--- src/rtl/uefc_pkg.sv ---
// Constants, types and register decode for the enhanced flow control block.
// Assumes one 100 MHz clock and an 8-bit host register port with three address lines.
package uefc_pkg;

  localparam int DW = 8;
  localparam int AW = 3;
  localparam int LVL_W = 7;
  localparam int SYNC_W = 20;

  // Register offsets on the host port
  localparam logic [2:0] OFS_0 = 3'h0;
  localparam logic [2:0] OFS_1 = 3'h1;
  localparam logic [2:0] OFS_2 = 3'h2;
  localparam logic [2:0] OFS_3 = 3'h3;
  localparam logic [2:0] OFS_4 = 3'h4;
  localparam logic [2:0] OFS_5 = 3'h5;
  localparam logic [2:0] OFS_6 = 3'h6;
  localparam logic [2:0] OFS_7 = 3'h7;
  localparam logic [7:0] LCR_ENH_KEY = 8'hBF;
  localparam int LCR_DLAB = 7;

  // Reset values
  localparam logic [7:0] ZERO8 = 8'h00;
  localparam logic [7:0] LSR_RST = 8'h60;
  localparam logic [7:0] SPR_RST = 8'hFF;
  localparam logic [7:0] FIFO_READY_STATUS_RST = 8'hFF;
  localparam logic [7:0] DLM_POR = 8'h00;
  localparam logic [7:0] DLL_POR = 8'h01;
  localparam logic [SYNC_W-1:0] SYNC_RST = 20'h7_C007;

  // Field positions
  localparam int EFR_ENH = 4;
  localparam int EFR_SPECIAL = 5;
  localparam int EFR_ARTS = 6;
  localparam int EFR_ACTS = 7;
  localparam int MCR_DTR = 0;
  localparam int MCR_RTS = 1;
  localparam int MCR_OUT2 = 3;
  localparam int IER_RXDATA = 0;
  localparam int IER_SPECIAL = 5;
  localparam int IER_RTS = 6;
  localparam int IER_CTS = 7;
  localparam int ISR_NOINT = 0;
  localparam int ISR_SPECIAL = 4;
  localparam int ISR_HWFC = 5;
  localparam int FCR_TRIG_LSB = 6;
  localparam int MSR_RI = 2;

  // Bits guarded by the enhanced-enable bit
  localparam logic [7:0] IER_PROT = 8'hF0;
  localparam logic [7:0] FCR_PROT = 8'h30;
  localparam logic [7:0] MCR_PROT = 8'hE0;
  localparam logic [7:0] DLD_PROT = 8'hFF;

  // Receive FIFO trigger levels and depth
  localparam logic [LVL_W-1:0] TRIG_L0 = 7'h08;
  localparam logic [LVL_W-1:0] TRIG_L1 = 7'h10;
  localparam logic [LVL_W-1:0] TRIG_L2 = 7'h38;
  localparam logic [LVL_W-1:0] TRIG_L3 = 7'h3C;
  localparam logic [LVL_W-1:0] FIFO_DEPTH = 7'h40;
  localparam logic [LVL_W-1:0] LVL_ONE = 7'h01;

  typedef enum logic [1:0] {
    FC_NONE = 2'b00,
    FC_PAIR2 = 2'b01,
    FC_PAIR1 = 2'b10,
    FC_BOTH = 2'b11
  } uefc_fc_t;

  typedef enum logic [2:0] {
    TS_IDLE = 3'b001,
    TS_FIRST = 3'b010,
    TS_SECOND = 3'b100
  } uefc_txs_t;

  typedef enum logic [4:0] {
    RG_NONE, RG_DLL, RG_DLM, RG_DLD, RG_IER, RG_ISR_FCR, RG_LCR, RG_MCR,
    RG_LSR, RG_MSR, RG_SPR, RG_EFR, RG_RESUME_CHAR_1, RG_RESUME_CHAR_2, RG_PAUSE_CHAR_1, RG_PAUSE_CHAR_2
  } uefc_reg_t;

  function automatic uefc_reg_t uefc_decode(input logic [2:0] a, input logic [7:0] line_control_reg);
    uefc_reg_t r;
    r = RG_NONE;
    case (a)
      OFS_0: r = line_control_reg[LCR_DLAB] ? RG_DLL : RG_NONE;
      OFS_1: r = line_control_reg[LCR_DLAB] ? RG_DLM : RG_IER;
      OFS_2: r = (line_control_reg == LCR_ENH_KEY) ? RG_EFR : (line_control_reg[LCR_DLAB] ? RG_DLD : RG_ISR_FCR);
      OFS_3: r = RG_LCR;
      OFS_4: r = (line_control_reg == LCR_ENH_KEY) ? RG_RESUME_CHAR_1 : RG_MCR;
      OFS_5: r = (line_control_reg == LCR_ENH_KEY) ? RG_RESUME_CHAR_2 : RG_LSR;
      OFS_6: r = (line_control_reg == LCR_ENH_KEY) ? RG_PAUSE_CHAR_1 : RG_MSR;
      OFS_7: r = (line_control_reg == LCR_ENH_KEY) ? RG_PAUSE_CHAR_2 : RG_SPR;
      default: r = RG_NONE;
    endcase
    return r;
  endfunction

endpackage

--- src/rtl/uefc_match_if.sv ---
// Signals between the register core and the receive character matcher.
// Assumes both ends sit on the same clock.
`timescale 1ns/1ps
interface uefc_match_if;
  import uefc_pkg::*;
  logic [7:0] rx_char;
  logic rx_valid;
  uefc_fc_t rx_mode;
  uefc_fc_t tx_mode;
  logic special_en;
  logic [7:0] resume_char_1;
  logic [7:0] resume_char_2;
  logic [7:0] pause_char_1;
  logic [7:0] pause_char_2;
  logic pause_hit;
  logic resume_hit;
  logic special_hit;
  logic store_char;

  modport matcher (
    input rx_char, rx_valid, rx_mode, tx_mode, special_en, resume_char_1, resume_char_2, pause_char_1, pause_char_2,
    output pause_hit, resume_hit, special_hit, store_char
  );
  modport owner (
    output rx_char, rx_valid, rx_mode, tx_mode, special_en, resume_char_1, resume_char_2, pause_char_1, pause_char_2,
    input pause_hit, resume_hit, special_hit, store_char
  );
endinterface

--- src/rtl/uefc_rxmatch.sv ---
// Compares received characters with the pause and resume characters.
// Assumes one character per rx_valid pulse, on the core clock.
`timescale 1ns/1ps
module uefc_rxmatch (
  input wire logic CLK,
  input wire logic RST,
  uefc_match_if.matcher m
);
  import uefc_pkg::*;

  logic first_pause_reg;
  logic first_resume_reg;
  logic seq_mode;
  logic either_mode;
  logic p1;
  logic p2;
  logic r1;
  logic r2;

  assign p1 = (m.rx_char == m.pause_char_1);
  assign p2 = (m.rx_char == m.pause_char_2);
  assign r1 = (m.rx_char == m.resume_char_1);
  assign r2 = (m.rx_char == m.resume_char_2);
  // Either pair singly only when one transmit pair is in use
  assign either_mode = (m.rx_mode == FC_BOTH) && (m.tx_mode == FC_PAIR1 || m.tx_mode == FC_PAIR2);
  assign seq_mode = (m.rx_mode == FC_BOTH) && !either_mode;

  // Sequence tracking: any other character breaks a half-seen pair
  always_ff @(posedge CLK) begin
    if (RST) begin
      first_pause_reg <= 1'b0;
      first_resume_reg <= 1'b0;
    end else if (m.rx_valid) begin
      first_pause_reg <= seq_mode && p1;
      first_resume_reg <= seq_mode && r1;
    end
  end

  always_comb begin
    m.pause_hit = 1'b0;
    m.resume_hit = 1'b0;
    if (m.rx_valid) begin
      unique case (m.rx_mode)
        FC_NONE: begin
          m.pause_hit = 1'b0;
          m.resume_hit = 1'b0;
        end
        FC_PAIR1: begin
          m.pause_hit = p1;
          m.resume_hit = r1;
        end
        FC_PAIR2: begin
          m.pause_hit = p2;
          m.resume_hit = r2;
        end
        FC_BOTH: begin
          m.pause_hit = either_mode ? (p1 | p2) : (first_pause_reg & p2);
          m.resume_hit = either_mode ? (r1 | r2) : (first_resume_reg & r2);
        end
      endcase
    end
  end

  // Bit-for-bit match, bit 0 against the first received bit
  assign m.special_hit = m.rx_valid && m.special_en && p2;
  // A consumed flow character never reaches the FIFO
  assign m.store_char = m.rx_valid && !(m.pause_hit || m.resume_hit);

endmodule

--- src/rtl/uefc_top.sv ---
// Enhanced feature and flow control logic of one UART channel.
// Assumes host strobes and modem pins are asynchronous; receiver, FIFO and
// transmitter hooks run on CLK.
`timescale 1ns/1ps
module uefc_top #(
  parameter bit CONTINUOUS_INT = 1'b0
) (
  input wire logic CLK,
  input wire logic RST,
  input wire logic POR,
  input wire logic CS_N,
  input wire logic IOR_N,
  input wire logic IOW_N,
  input wire logic [uefc_pkg::AW-1:0] ADDR,
  input wire logic [uefc_pkg::DW-1:0] DATA_IN,
  output logic [uefc_pkg::DW-1:0] DATA_OUT,
  output logic DATA_OE_N,
  input wire logic STATUS_SELECT_IN_N,
  input wire logic INTERRUPT_MODE_SELECT,
  input wire logic CTS_N,
  input wire logic DSR_N,
  input wire logic RI_N,
  input wire logic CD_N,
  input wire logic [uefc_pkg::DW-1:0] RX_CHAR,
  input wire logic RX_CHAR_VALID,
  output logic RX_STORE_VALID,
  output logic [uefc_pkg::DW-1:0] RX_STORE_DATA,
  input wire logic [uefc_pkg::LVL_W-1:0] RX_FIFO_LEVEL,
  output logic TX_GO,
  output logic FLOW_CHAR_VALID,
  output logic [uefc_pkg::DW-1:0] FLOW_CHAR,
  input wire logic FLOW_CHAR_READY,
  input wire logic [uefc_pkg::DW-1:0] LSR_STATUS,
  input wire logic TX_SERIAL_IN,
  output logic TX,
  input wire logic INFRARED_TX_IN,
  output logic INFRARED_TX_OUT,
  input wire logic [3:0] CH_RX_READY_N,
  input wire logic [3:0] CH_TX_READY_N,
  output logic RECEIVE_READY_OUT_N,
  output logic TRANSMIT_READY_OUT_N,
  output logic RTS_N,
  output logic DTR_N,
  output logic INT_OUT,
  output logic INT_OE_N,
  output logic IRQ_N_OUT,
  output logic IRQ_OE_N,
  output logic [15:0] DIVISOR,
  output logic [uefc_pkg::DW-1:0] FRAC_DIVISOR
);
  import uefc_pkg::*;

  logic rst_any;
  logic [SYNC_W-1:0] sync_in, sync1_reg, sync2_reg;
  logic iow_d_reg, ior_d_reg;
  logic cs_act, ior_act, iow_act, status_select_in_act, interrupt_mode_select_s;
  logic [2:0] addr_s;
  logic [7:0] data_s;
  logic [3:0] msr_s, msr_prev_reg, msr_delta_reg, msr_change;
  logic wr_stb, rd_done;
  uefc_reg_t sel;
  logic [7:0] ier_reg, fcr_reg, lcr_reg, mcr_reg, spr_reg, dld_reg, efr_reg, lsr_reg;
  logic [7:0] resume_char_1_reg, resume_char_2_reg, pause_char_1_reg, pause_char_2_reg, dll_reg, dlm_reg, fifo_ready_status_reg;
  logic [7:0] rd_mux, rd_data_reg, isr_val;
  logic isr_sc_reg, isr_hw_reg, int_req, int_reg;
  logic remote_paused_reg, rts_hold_reg, cts_halt, cts_halt_d_reg, rts_hold_d_reg;
  logic [LVL_W-1:0] trig_lvl, upper_lvl, lower_lvl;
  logic rx_trig, want_pause, sent_paused_reg, kind_reg;
  uefc_txs_t txs_reg;
  uefc_fc_t tx_mode, rx_mode;
  logic [7:0] flow_char_reg;
  logic store_valid_reg;
  logic [7:0] store_data_reg;
  logic tx_reg, infrared_tx_out_reg, receive_ready_out_reg, transmit_ready_out_reg;
  uefc_match_if mif ();

  function automatic logic [7:0] guard(input logic [7:0] old, input logic [7:0] nw,
                                       input logic [7:0] mask, input logic en);
    return en ? nw : ((old & mask) | (nw & ~mask));
  endfunction

  function automatic logic [LVL_W-1:0] trig_at(input logic [2:0] idx);
    logic [LVL_W-1:0] l;
    l = FIFO_DEPTH;
    case (idx)
      3'd0: l = TRIG_L0;
      3'd1: l = TRIG_L1;
      3'd2: l = TRIG_L2;
      3'd3: l = TRIG_L3;
      default: l = FIFO_DEPTH;
    endcase
    return l;
  endfunction

  assign rst_any = RST | POR;

  // Two-stage synchroniser for every host and modem pin
  assign sync_in = {INTERRUPT_MODE_SELECT, CD_N, RI_N, DSR_N, CTS_N, STATUS_SELECT_IN_N,
                    DATA_IN, ADDR, IOW_N, IOR_N, CS_N};
  always_ff @(posedge CLK) begin
    if (rst_any) begin
      sync1_reg <= SYNC_RST;
      sync2_reg <= SYNC_RST;
    end else begin
      sync1_reg <= sync_in;
      sync2_reg <= sync1_reg;
    end
  end

  assign cs_act = ~sync2_reg[0];
  assign ior_act = ~sync2_reg[1];
  assign iow_act = ~sync2_reg[2];
  assign addr_s = sync2_reg[5:3];
  assign data_s = sync2_reg[13:6];
  assign status_select_in_act = ~sync2_reg[14];
  assign msr_s = ~sync2_reg[18:15];
  assign interrupt_mode_select_s = sync2_reg[19];

  always_ff @(posedge CLK) begin
    if (rst_any) begin
      iow_d_reg <= 1'b0;
      ior_d_reg <= 1'b0;
    end else begin
      iow_d_reg <= iow_act;
      ior_d_reg <= ior_act;
    end
  end

  // Act at the trailing edge of the strobe, when address and data are settled
  assign wr_stb = cs_act && iow_d_reg && !iow_act;
  assign rd_done = cs_act && ior_d_reg && !ior_act;
  assign sel = uefc_decode(addr_s, lcr_reg);

  always_ff @(posedge CLK) begin
    if (rst_any) begin
      ier_reg <= ZERO8;
      fcr_reg <= ZERO8;
      lcr_reg <= ZERO8;
      mcr_reg <= ZERO8;
      dld_reg <= ZERO8;
      efr_reg <= ZERO8;
      spr_reg <= SPR_RST;
      resume_char_1_reg <= ZERO8;
      resume_char_2_reg <= ZERO8;
      pause_char_1_reg <= ZERO8;
      pause_char_2_reg <= ZERO8;
    end else if (wr_stb) begin
      case (sel)
        RG_IER: ier_reg <= guard(ier_reg, data_s, IER_PROT, efr_reg[EFR_ENH]);
        RG_ISR_FCR: fcr_reg <= guard(fcr_reg, data_s, FCR_PROT, efr_reg[EFR_ENH]);
        RG_MCR: mcr_reg <= guard(mcr_reg, data_s, MCR_PROT, efr_reg[EFR_ENH]);
        RG_DLD: dld_reg <= guard(dld_reg, data_s, DLD_PROT, efr_reg[EFR_ENH]);
        RG_LCR: lcr_reg <= data_s;
        RG_SPR: spr_reg <= data_s;
        RG_EFR: efr_reg <= data_s;
        RG_RESUME_CHAR_1: resume_char_1_reg <= data_s;
        RG_RESUME_CHAR_2: resume_char_2_reg <= data_s;
        RG_PAUSE_CHAR_1: pause_char_1_reg <= data_s;
        RG_PAUSE_CHAR_2: pause_char_2_reg <= data_s;
        default: ;
      endcase
    end
  end

  // Divisor survives the reset pin; only power-up loads it
  always_ff @(posedge CLK) begin
    if (POR) begin
      dlm_reg <= DLM_POR;
      dll_reg <= DLL_POR;
    end else if (wr_stb && sel == RG_DLL) begin
      dll_reg <= data_s;
    end else if (wr_stb && sel == RG_DLM) begin
      dlm_reg <= data_s;
    end
  end
  assign DIVISOR = {dlm_reg, dll_reg};
  assign FRAC_DIVISOR = dld_reg;

  // Status copies
  always_ff @(posedge CLK) begin
    if (rst_any) begin
      lsr_reg <= LSR_RST;
      fifo_ready_status_reg <= FIFO_READY_STATUS_RST;
    end else begin
      lsr_reg <= LSR_STATUS;
      fifo_ready_status_reg <= {CH_RX_READY_N, ~CH_TX_READY_N};
    end
  end

  // Modem status: deltas set on change (RI only on assertion), cleared by reading; set wins
  assign msr_change = {msr_s[3], ~msr_prev_reg[MSR_RI] & msr_s[MSR_RI], msr_s[1:0]} ^
                      {msr_prev_reg[3], 1'b0, msr_prev_reg[1:0]};
  always_ff @(posedge CLK) begin
    if (rst_any) begin
      msr_prev_reg <= msr_s;
      msr_delta_reg <= 4'h0;
    end else begin
      msr_prev_reg <= msr_s;
      msr_delta_reg <= msr_change | ((rd_done && sel == RG_MSR) ? 4'h0 : msr_delta_reg);
    end
  end

  assign tx_mode = uefc_fc_t'(efr_reg[3:2]);
  assign rx_mode = uefc_fc_t'(efr_reg[1:0]);

  assign mif.rx_char = RX_CHAR;
  assign mif.rx_valid = RX_CHAR_VALID;
  assign mif.rx_mode = rx_mode;
  assign mif.tx_mode = tx_mode;
  assign mif.special_en = efr_reg[EFR_SPECIAL];
  assign mif.resume_char_1 = resume_char_1_reg;
  assign mif.resume_char_2 = resume_char_2_reg;
  assign mif.pause_char_1 = pause_char_1_reg;
  assign mif.pause_char_2 = pause_char_2_reg;

  uefc_rxmatch u_match (
    .CLK(CLK),
    .RST(rst_any),
    .m(mif.matcher)
  );

  always_ff @(posedge CLK) begin
    if (rst_any) begin
      store_valid_reg <= 1'b0;
      store_data_reg <= ZERO8;
    end else begin
      store_valid_reg <= mif.store_char;
      store_data_reg <= RX_CHAR;
    end
  end
  assign RX_STORE_VALID = store_valid_reg;
  assign RX_STORE_DATA = store_data_reg;

  // Remote pause state
  always_ff @(posedge CLK) begin
    if (rst_any || rx_mode == FC_NONE) begin
      remote_paused_reg <= 1'b0;
    end else if (mif.pause_hit) begin
      remote_paused_reg <= 1'b1;
    end else if (mif.resume_hit) begin
      remote_paused_reg <= 1'b0;
    end
  end

  // Trigger and hysteresis levels
  assign trig_lvl = trig_at({1'b0, fcr_reg[FCR_TRIG_LSB+1:FCR_TRIG_LSB]});
  assign upper_lvl = trig_at({1'b0, fcr_reg[FCR_TRIG_LSB+1:FCR_TRIG_LSB]} + 3'd1);
  assign lower_lvl = (fcr_reg[FCR_TRIG_LSB+1:FCR_TRIG_LSB] == 2'b00) ? LVL_ONE :
                     trig_at({1'b0, fcr_reg[FCR_TRIG_LSB+1:FCR_TRIG_LSB]} - 3'd1);
  assign rx_trig = RX_FIFO_LEVEL >= trig_lvl;

  // Hold only engages once software has asserted RTS
  always_ff @(posedge CLK) begin
    if (rst_any || !efr_reg[EFR_ARTS] || !mcr_reg[MCR_RTS]) begin
      rts_hold_reg <= 1'b0;
    end else if (RX_FIFO_LEVEL >= upper_lvl) begin
      rts_hold_reg <= 1'b1;
    end else if (RX_FIFO_LEVEL < lower_lvl) begin
      rts_hold_reg <= 1'b0;
    end
  end
  assign RTS_N = ~mcr_reg[MCR_RTS] | rts_hold_reg;
  assign DTR_N = ~mcr_reg[MCR_DTR];

  // Transmitter checks TX_GO only before loading a new character
  assign cts_halt = efr_reg[EFR_ACTS] & ~msr_s[0];
  assign TX_GO = ~(cts_halt | remote_paused_reg);

  // Software flow transmit: pause at trigger, resume once drained below it
  assign want_pause = rx_trig;
  always_ff @(posedge CLK) begin
    if (rst_any || tx_mode == FC_NONE) begin
      txs_reg <= TS_IDLE;
      sent_paused_reg <= 1'b0;
      kind_reg <= 1'b0;
      flow_char_reg <= ZERO8;
    end else begin
      unique case (txs_reg)
        TS_IDLE: begin
          if (want_pause != sent_paused_reg) begin
            txs_reg <= TS_FIRST;
            kind_reg <= want_pause;
            if (tx_mode == FC_PAIR2) begin
              flow_char_reg <= want_pause ? pause_char_2_reg : resume_char_2_reg;
            end else begin
              flow_char_reg <= want_pause ? pause_char_1_reg : resume_char_1_reg;
            end
          end
        end
        TS_FIRST: begin
          if (FLOW_CHAR_READY) begin
            if (tx_mode == FC_BOTH) begin
              txs_reg <= TS_SECOND;
              flow_char_reg <= kind_reg ? pause_char_2_reg : resume_char_2_reg;
            end else begin
              txs_reg <= TS_IDLE;
              sent_paused_reg <= kind_reg;
            end
          end
        end
        TS_SECOND: begin
          if (FLOW_CHAR_READY) begin
            txs_reg <= TS_IDLE;
            sent_paused_reg <= kind_reg;
          end
        end
      endcase
    end
  end
  assign FLOW_CHAR_VALID = (txs_reg != TS_IDLE);
  assign FLOW_CHAR = flow_char_reg;

  // Interrupt status flags: a new event in the clearing cycle is kept
  always_ff @(posedge CLK) begin
    if (rst_any) begin
      isr_sc_reg <= 1'b0;
      isr_hw_reg <= 1'b0;
      cts_halt_d_reg <= 1'b0;
      rts_hold_d_reg <= 1'b0;
    end else begin
      cts_halt_d_reg <= cts_halt;
      rts_hold_d_reg <= rts_hold_reg;
      if (mif.special_hit || mif.pause_hit) begin
        isr_sc_reg <= 1'b1;
      end else if (rd_done && sel == RG_ISR_FCR) begin
        isr_sc_reg <= 1'b0;
      end
      if ((cts_halt && !cts_halt_d_reg) || (rts_hold_reg && !rts_hold_d_reg)) begin
        isr_hw_reg <= 1'b1;
      end else if (rd_done && sel == RG_ISR_FCR) begin
        isr_hw_reg <= 1'b0;
      end
    end
  end

  assign int_req = (isr_sc_reg & ier_reg[IER_SPECIAL]) |
                   (isr_hw_reg & (ier_reg[IER_RTS] | ier_reg[IER_CTS])) |
                   (rx_trig & ier_reg[IER_RXDATA]);

  always_comb begin
    isr_val = ZERO8;
    isr_val[ISR_NOINT] = ~int_req;
    isr_val[ISR_SPECIAL] = isr_sc_reg;
    isr_val[ISR_HWFC] = isr_hw_reg;
  end

  always_comb begin
    case (sel)
      RG_DLL: rd_mux = dll_reg;
      RG_DLM: rd_mux = dlm_reg;
      RG_DLD: rd_mux = dld_reg;
      RG_IER: rd_mux = ier_reg;
      RG_ISR_FCR: rd_mux = isr_val;
      RG_LCR: rd_mux = lcr_reg;
      RG_MCR: rd_mux = mcr_reg;
      RG_LSR: rd_mux = lsr_reg;
      RG_MSR: rd_mux = {msr_s, msr_delta_reg};
      RG_SPR: rd_mux = spr_reg;
      RG_EFR: rd_mux = efr_reg;
      RG_RESUME_CHAR_1: rd_mux = resume_char_1_reg;
      RG_RESUME_CHAR_2: rd_mux = resume_char_2_reg;
      RG_PAUSE_CHAR_1: rd_mux = pause_char_1_reg;
      RG_PAUSE_CHAR_2: rd_mux = pause_char_2_reg;
      default: rd_mux = ZERO8;
    endcase
  end

  always_ff @(posedge CLK) begin
    if (rst_any) begin
      rd_data_reg <= ZERO8;
    end else begin
      rd_data_reg <= status_select_in_act ? fifo_ready_status_reg : rd_mux;
    end
  end
  assign DATA_OUT = rd_data_reg;
  assign DATA_OE_N = ~((cs_act && ior_act) || status_select_in_act);

  // Pin copies; reset forces the idle levels
  always_ff @(posedge CLK) begin
    if (rst_any) begin
      tx_reg <= 1'b1;
      infrared_tx_out_reg <= 1'b0;
      receive_ready_out_reg <= 1'b1;
      transmit_ready_out_reg <= 1'b0;
      int_reg <= 1'b0;
    end else begin
      tx_reg <= TX_SERIAL_IN;
      infrared_tx_out_reg <= INFRARED_TX_IN;
      receive_ready_out_reg <= CH_RX_READY_N[0];
      transmit_ready_out_reg <= CH_TX_READY_N[0];
      int_reg <= int_req;
    end
  end
  assign TX = tx_reg;
  assign INFRARED_TX_OUT = infrared_tx_out_reg;
  assign RECEIVE_READY_OUT_N = receive_ready_out_reg;
  assign TRANSMIT_READY_OUT_N = transmit_ready_out_reg;

  // Three-state interrupt gated by mode select or OUT2; variant always drives
  assign INT_OUT = int_reg;
  assign INT_OE_N = CONTINUOUS_INT ? 1'b0 : ~(interrupt_mode_select_s | mcr_reg[MCR_OUT2]);
  assign IRQ_N_OUT = 1'b0;
  assign IRQ_OE_N = ~int_reg;

endmodule

--- config.mk ---
export PLATFORM = sky130hd
export DESIGN_NAME = uefc_top
export DESIGN_NICKNAME = d
export VERILOG_FILES = /design/src/rtl/uefc_pkg.sv /design/src/rtl/uefc_match_if.sv /design/src/rtl/uefc_rxmatch.sv /design/src/rtl/uefc_top.sv
export SDC_FILE = /design/constraint.sdc
export NUM_CORES = 1
export LEC_CHECK = 0
export BUFFER_PORTS_ARGS = -buffer_cell sky130_fd_sc_hd__buf_2
export CORE_MARGIN = 1
export CORE_UTILIZATION = 58
export CTS_CLUSTER_DIAMETER = 100
export DETAILED_ROUTE_END_ITERATION = 6
export PLACE_DENSITY = 0.92
export SYNTH_ARGS = -nofsm -noshare
export SYNTH_HDL_FRONTEND = slang
export SYNTH_SLANG_ARGS = --single-unit
--- constraint.sdc ---
create_clock -name CLK -period 3.3 [get_ports CLK]
set_input_delay 0.66 -clock CLK [delete_from_list [all_inputs] [get_ports CLK]]
set_output_delay 0.66 -clock CLK [all_outputs]
set_load 0.005 [all_outputs]
* Yosys cells after proc, flatten, opt, wreduce, memory -nomap -nowiden
Index checks and enable logic that the tools add are counted.
** Cells by class
- $add $sub $neg :: 2
- Magnitude comparators :: 3
- Equal/unequal tests :: 52
- Multiplexer cells :: 49
- Bitwise operators :: 37
- Reductions and logical operators :: 61
** Operator list (number)
- $pmux 8 s15 :: 1
- $mux 8 :: 11
- $pmux 7 s4 :: 3
- $eq 5x4->1 const B :: 8
- $pmux 5 s8 :: 1
- $eq 8x8->1 :: 4
- $mux 3 :: 9
- $reduce_and 2->1 :: 12
- $eq 3x2->1 const B :: 7
- $eq 5x3->1 const B :: 4
- $logic_and 1x1->1 :: 18
- $pmux 8 s2 :: 1
- $eq 3x3->1 const B :: 5
- $mux 1 :: 15
- $ge 7x7->1 :: 2
- $not 1->1 :: 14
- $eq 2x2->1 const B :: 6
- $eq 3x1->1 const B :: 4
- $mux 4 :: 3
- $reduce_bool 2->1 :: 6
- $eq 5x2->1 const B :: 2
- $ne 2x2->1 const B :: 5
- $logic_not 3->1 :: 3
- $logic_or 1x1->1 :: 9
- other kinds (24) :: 51
** Storage, ports and cells
- Flip-flop bits (word level) :: 213
- Input port bits :: 58
- Output and inout bits :: 62
- Word-level logic and storage cells :: 245

* Depth between registers and ports, before layout
- Word-level depth :: 9
- Depth in mapped cells :: 11
- Gate-level depth less buffers :: 10

* Cells and area by module
From an unflattened synthesis, not the netlist that was laid out.
** Second synthesis, totals
- Cells, all modules :: 1002
- Area, all modules :: 9163.8 µm²
** By module, submodules not included
- uefc_top :: times used 1, cells an instance 937, area each 8649.5 µm², seq. area each 4083.9 µm²
- uefc_rxmatch :: times used 1, cells an instance 65, area each 514.2 µm², seq. area each 40.0 µm²

* Worst setup path before layout
No wires, ideal clock.
- Kind :: input to register
- Start :: in RX_FIFO_LEVEL[5] in the netlist's numbering
- End :: reg flow_char_reg[7] (netlist: FLOW_CHAR[7])
- Library setup time :: 122 ps
- Arrival time :: 2321 ps
- Required time :: 3178 ps
- Slack :: 857 ps
- Stages on the path :: 8
- Path buffers :: 1
- Path through :: ha_1 a211o_1 a31oi_1 a21boi_0 nor3_2 buf_2 o211ai_1 o311a_1
** Between the ends
- Longest elaborated chain between the ends :: 5
- Elaborated cells on any way between the ends :: 9
- Classes of those cells :: 1 x order compare; 2 x eq/ne; 5 x mux; 1 x reduce/logical
** Ends and longest elaborated chain
- from (decl) :: RTL line uefc_top.sv:28 : input wire logic [uefc_pkg::LVL_W-1:0] RX_FIFO_LEVEL,
- $ge 7x7->1 * :: RTL line uefc_top.sv:250 : assign rx_trig = RX_FIFO_LEVEL >= trig_lvl;
- $mux 8 (on tied branches) :: RTL line uefc_top.sv:286, uefc_top.sv:284
- $mux 8 :: RTL line uefc_top.sv:283 : if (tx_mode == FC_PAIR2) begin
- $mux 8 :: RTL line uefc_top.sv:280 : if (want_pause != sent_paused_reg) begin
- $pmux 8 s2 :: RTL line uefc_top.sv:278 : unique case (txs_reg)
- to (signal assigned) :: RTL line uefc_top.sv:284 : flow_char_reg <= want_pause ? pause_char_2_reg : resume_char_2_reg;
- to (signal assigned) :: RTL line uefc_top.sv:286 : flow_char_reg <= want_pause ? pause_char_1_reg : resume_char_1_reg;
- to (signal assigned) :: RTL line uefc_top.sv:294 : flow_char_reg <= kind_reg ? pause_char_2_reg : resume_char_2_reg;
- to (decl) :: RTL line uefc_top.sv:71 : logic [7:0] flow_char_reg;
Mark *: on every way between the ends. The rest lies on a longest branch, timed or not. The select of a mux whose other input is x is not followed.
A chain may end at the register's enable or synchronous reset.

* Worst setup path after layout
- Start :: reg fcr_reg[6]
- End :: reg flow_char_reg[0] (netlist: FLOW_CHAR[0])
** Between the ends
- Longest elaborated chain between the ends :: 7
- Elaborated cells on any way between the ends :: 14
- Classes of those cells :: 1 x order compare; 5 x eq/ne; 6 x mux; 2 x reduce/logical
** Ends and longest elaborated chain
- from (decl) :: RTL line uefc_top.sv:62 : logic [7:0] ier_reg, fcr_reg, lcr_reg, mcr_reg, spr_reg, dld_reg, efr_reg, lsr_reg;
- from (signal assigned) :: RTL line uefc_top.sv:150 : RG_ISR_FCR: fcr_reg <= guard(fcr_reg, data_s, FCR_PROT, efr_reg[EFR_ENH]);
- $eq 2x2->1 (tied with other cells) :: RTL line uefc_top.sv:85 : case (idx)
- $pmux 7 s4 * :: RTL line uefc_top.sv:85
- $ge 7x7->1 * :: RTL line uefc_top.sv:250
- $mux 8 (on tied branches) :: RTL line uefc_top.sv:286, uefc_top.sv:284
- $mux 8 :: RTL line uefc_top.sv:283
- $mux 8 :: RTL line uefc_top.sv:280
- $pmux 8 s2 :: RTL line uefc_top.sv:278
Marked as above.

==> metrics.md <==
| Metric | Value |
|---|---|
| Status | complete, but fails checks |
| Failing checks | design-rule violations |
| F_max | 352.5 MHz |
| Static Leak | 0.004090 uW |
| Layout cells sized above 1 | around a fifth |
| # DRC | 1 |
| Core area | approximately 15000 um^2 |
| Period utilisation layout | 85.96% |
| Most common flop cell mapped by yosys | dfxtp_1 |
| Chip width | between 100 and 150 um |
| Final TNS setup | 0 ns |
| Worst hold stages | 2 |
| DRT antenna net count | 0 |
| Global-route wire length before repair | roughly 39000 um |
| Area Overhead vs Synth | 15.40% |
| Cts bufs inserted | 21 |
| Fraction of registers with async set/reset | 0% |
| Worst-margin pin slew | 0.8898 ns |
| Vias in the first global route | between 7000 and 8000 |
| Maxcap violations | 0 |
| Fin Hold WS | 0.3284 ns |
| Via count of the routed design | about 8000 |
| Clock Skews | approximately 0.011 ns |
| Final Hold Viols | 0 |
| Post-CTS Setup Inserts | 0 |
| Final Util | approximately 70% |
| Post-synthesis cell type count | 67 |
| Setup crit start kind | register |
| Worst r2r dst | FLOW_CHAR[0] |
| Number of gates resized after cts | 0 |
| Pwr per Cell Area | about 480 nW/um^2 |
| # rows | 45 |
| Overflow after GRT | 0 |
| Filler Cell Count | 1141 |
| Insertion delay to the later sink of the worst-skew pair | 0.50 ns |
| Initial core utilization | 59.68% |
| RSZ-0062 raised after global routing | false |
| Register bit total from synthesis | roughly 210 |
| Syn Std Cell Area | 9106 um^2 |
| IO buf count | roughly 120 |
| CP Capture Type | register |
| Final wirelength | approximately 25000 um |
| Worst-path clk slew | about 0.06 ns |
| WS Path Type | reg2reg |
| # IOs | 120 |
| Slew headroom | 40.68% |
| Hold Crit Endpoint | fifo_ready_status_reg[2] |
| Syn nets | 1059 |
| R2r setup slk | roughly 0.46 ns |
| Total GRT Usage | between 30% and 40% |
| Drt first pass iters | 7 |
| Max VDD drop | ~430 uV |
| Yosys synthesis warning count | 0 |
| Dpl hpwl | approximately 18000 um |
| CTS tree | yes |
| R2r worst-path depth | 8 |
| Max FO, Critical Path | 11 |
| DRT iter0 DRCs | about 840 |
| Initial antenna violation count | 1 |
| Hold-fix buffers, CTS | 0 |
| Nets | 1151 |
| Crit path DAT | 3.22 ns |
| Num Clock Sinks | between 200 and 250 |
| Setup Viol. Count Final | 0 |
| Worst min path class | in2reg |
| Post-synthesis sequential area ratio | between 40% and 50% |
| # diodes | 0 |
| H-tree depth | 1 |
| Fin worst setup slack | 0.4634 ns |
| Mapped Avg Cell Area | 9.311 um^2 |
| Largest net degree at the start of global routing | 86 |
| GPL Wtd Cong | 0.9649 |
| FF-to-FF Start | fcr_reg[6] |
| Critical Path RT | approximately 3.7 ns |
| Place WS | 0.3036 ns |
| Hold_sp | CH_TX_READY_N[2] |
| Die Ht | roughly 130 um |
| Final worst path period need | about 2.8 ns |
| Clk buf depth | 3 |
| Wire length per cell | ~19 um |
| Cell count after synthesis | about 1000 |
| Via density | 6.090 |
| Final Max Tran Viols | 0 |
| Die Footprint | 16210 um^2 |
| Post-synth EDFFs | 0 |
| CTS Root Cell | clkbuf_16 |
## cell usage after synthesis (17+ instances only)
cell,n,area [um^2]
a31oi_1,17,106.4
dfxtp_1,206,4124
o21ai_0,28,140.1
xnor2_1,33,289.0
clkbuf_1,50,187.7
and2_1,42,262.8
a21oi_1,46,230.2
nor2_1,102,382.9
ha_1,23,287.8
nand3_1,34,170.2
nand2_1,72,270.3
or3_1,26,162.7
mux2i_1,81,810.8
inv_1,24,90.09
## how the worst max path moves through the flow
stage,startpoint,end,slack (ns),cells after the start
2_1_floorplan,RX_FIFO_LEVEL[5],FLOW_CHAR[7],0.86,8
3_3_place_gp,RX_FIFO_LEVEL[2],FLOW_CHAR[1],0.41,9
3_5_place_dp,RX_FIFO_LEVEL[2],FLOW_CHAR[0],0.30,9
4_1_cts,fcr_reg[6],FLOW_CHAR[0],0.47,8
5_1_grt,fcr_reg[6],FLOW_CHAR[0],0.27,8
6_report,fcr_reg[6],FLOW_CHAR[0],0.46,8
## worst max-delay path: stages, from the launching register on
cell       delay [ns]
dfxtp_1          0.43
ha_1             0.24
ha_1             0.24
nor3b_1          0.15
o2111ai_1        0.64
nand3_1          0.42
a32oi_1          0.31
o211ai_1         0.14
o311a_1          0.17
## routing by layer
| metal | vias up | wire length (um) | global-route usage [%] |
|---|---|---|---|
| met1 | 3664 | 9673 | 39.00 |
| met3 | 121 | 2654 | 6.323 |
| met5 | - | 0 | 0 |
| li1 | 3644 | - | - |
| met2 | 458 | 11440 | 49.98 |
| met4 | 0 | 1256 | 14.64 |
## where the power goes
part / leakage, uW / total, uW / switching (uW) / internal, uW
logic: 0.00209 / 202 / 117 / 85.1
registers: 0.00167 / 2540 / 21.6 / 2520
clock network: 0.000330 / 2350 / 976 / 1370
total: 0.00409 / 5090 / 1110 / 3970
## metrics by stage
stage	cell area, um^2	cells	power, uW
CTS	10510	1295	5109
global placement	9819	1258	2786
detailed placement	9819	1258	2791
floorplan	9106	978	2708
finish	10510	1295	5087
global route	10510	1295	5246
## cells in the final DEF (no fill, tap or decap), types with 8 or more instances in the layout
master,instances
nand3_1,34
dfxtp_1,206
and4_1,10
o311a_1,9
and2_1,42
nor2b_1,12
a31oi_1,17
buf_2,118
ha_1,23
nand2_1,72
a221oi_1,9
o211ai_1,12
nand4_1,15
buf_4,19
or3_1,26
a21oi_1,46
a32oi_1,11
inv_1,24
mux2i_1,81
a22oi_1,10
nor2_1,101
xnor2_1,33
clkbuf_16,21
nor3_1,8
nand2b_1,9
o21ai_0,28
## cell type report
type	instances	area (um^2)	share of cell area, %
multi-input combinational	680	4608	43.85
sequential	206	4124	39.24
timing repair buffer	137	733.2	6.977
clock buffer	29	605.6	5.763
tap	211	264.0	2.512
inverter	24	90.09	0.8572
clock inverter	8	83.83	0.7977
## kinds of logic (layout without fill, tap and decap cells)
logic type               after synthesis  after routing  share of synthesized area (%)
flip-flops                           206            206                          45.29
adder cells (fa/ha/maj)               23             23                          3.160
multiplexers                          89             89                          10.51
AND/OR/NAND/NOR                      363            363                          20.93
XOR/XNOR                              35             35                          3.366
buffers and inverters                 92            198                          4.191
other                                  1              1                        0.04118
AO/OA/AOI/OAI                        169            169                          12.52
No activity file was read; power rests on OpenSTA's default activity.
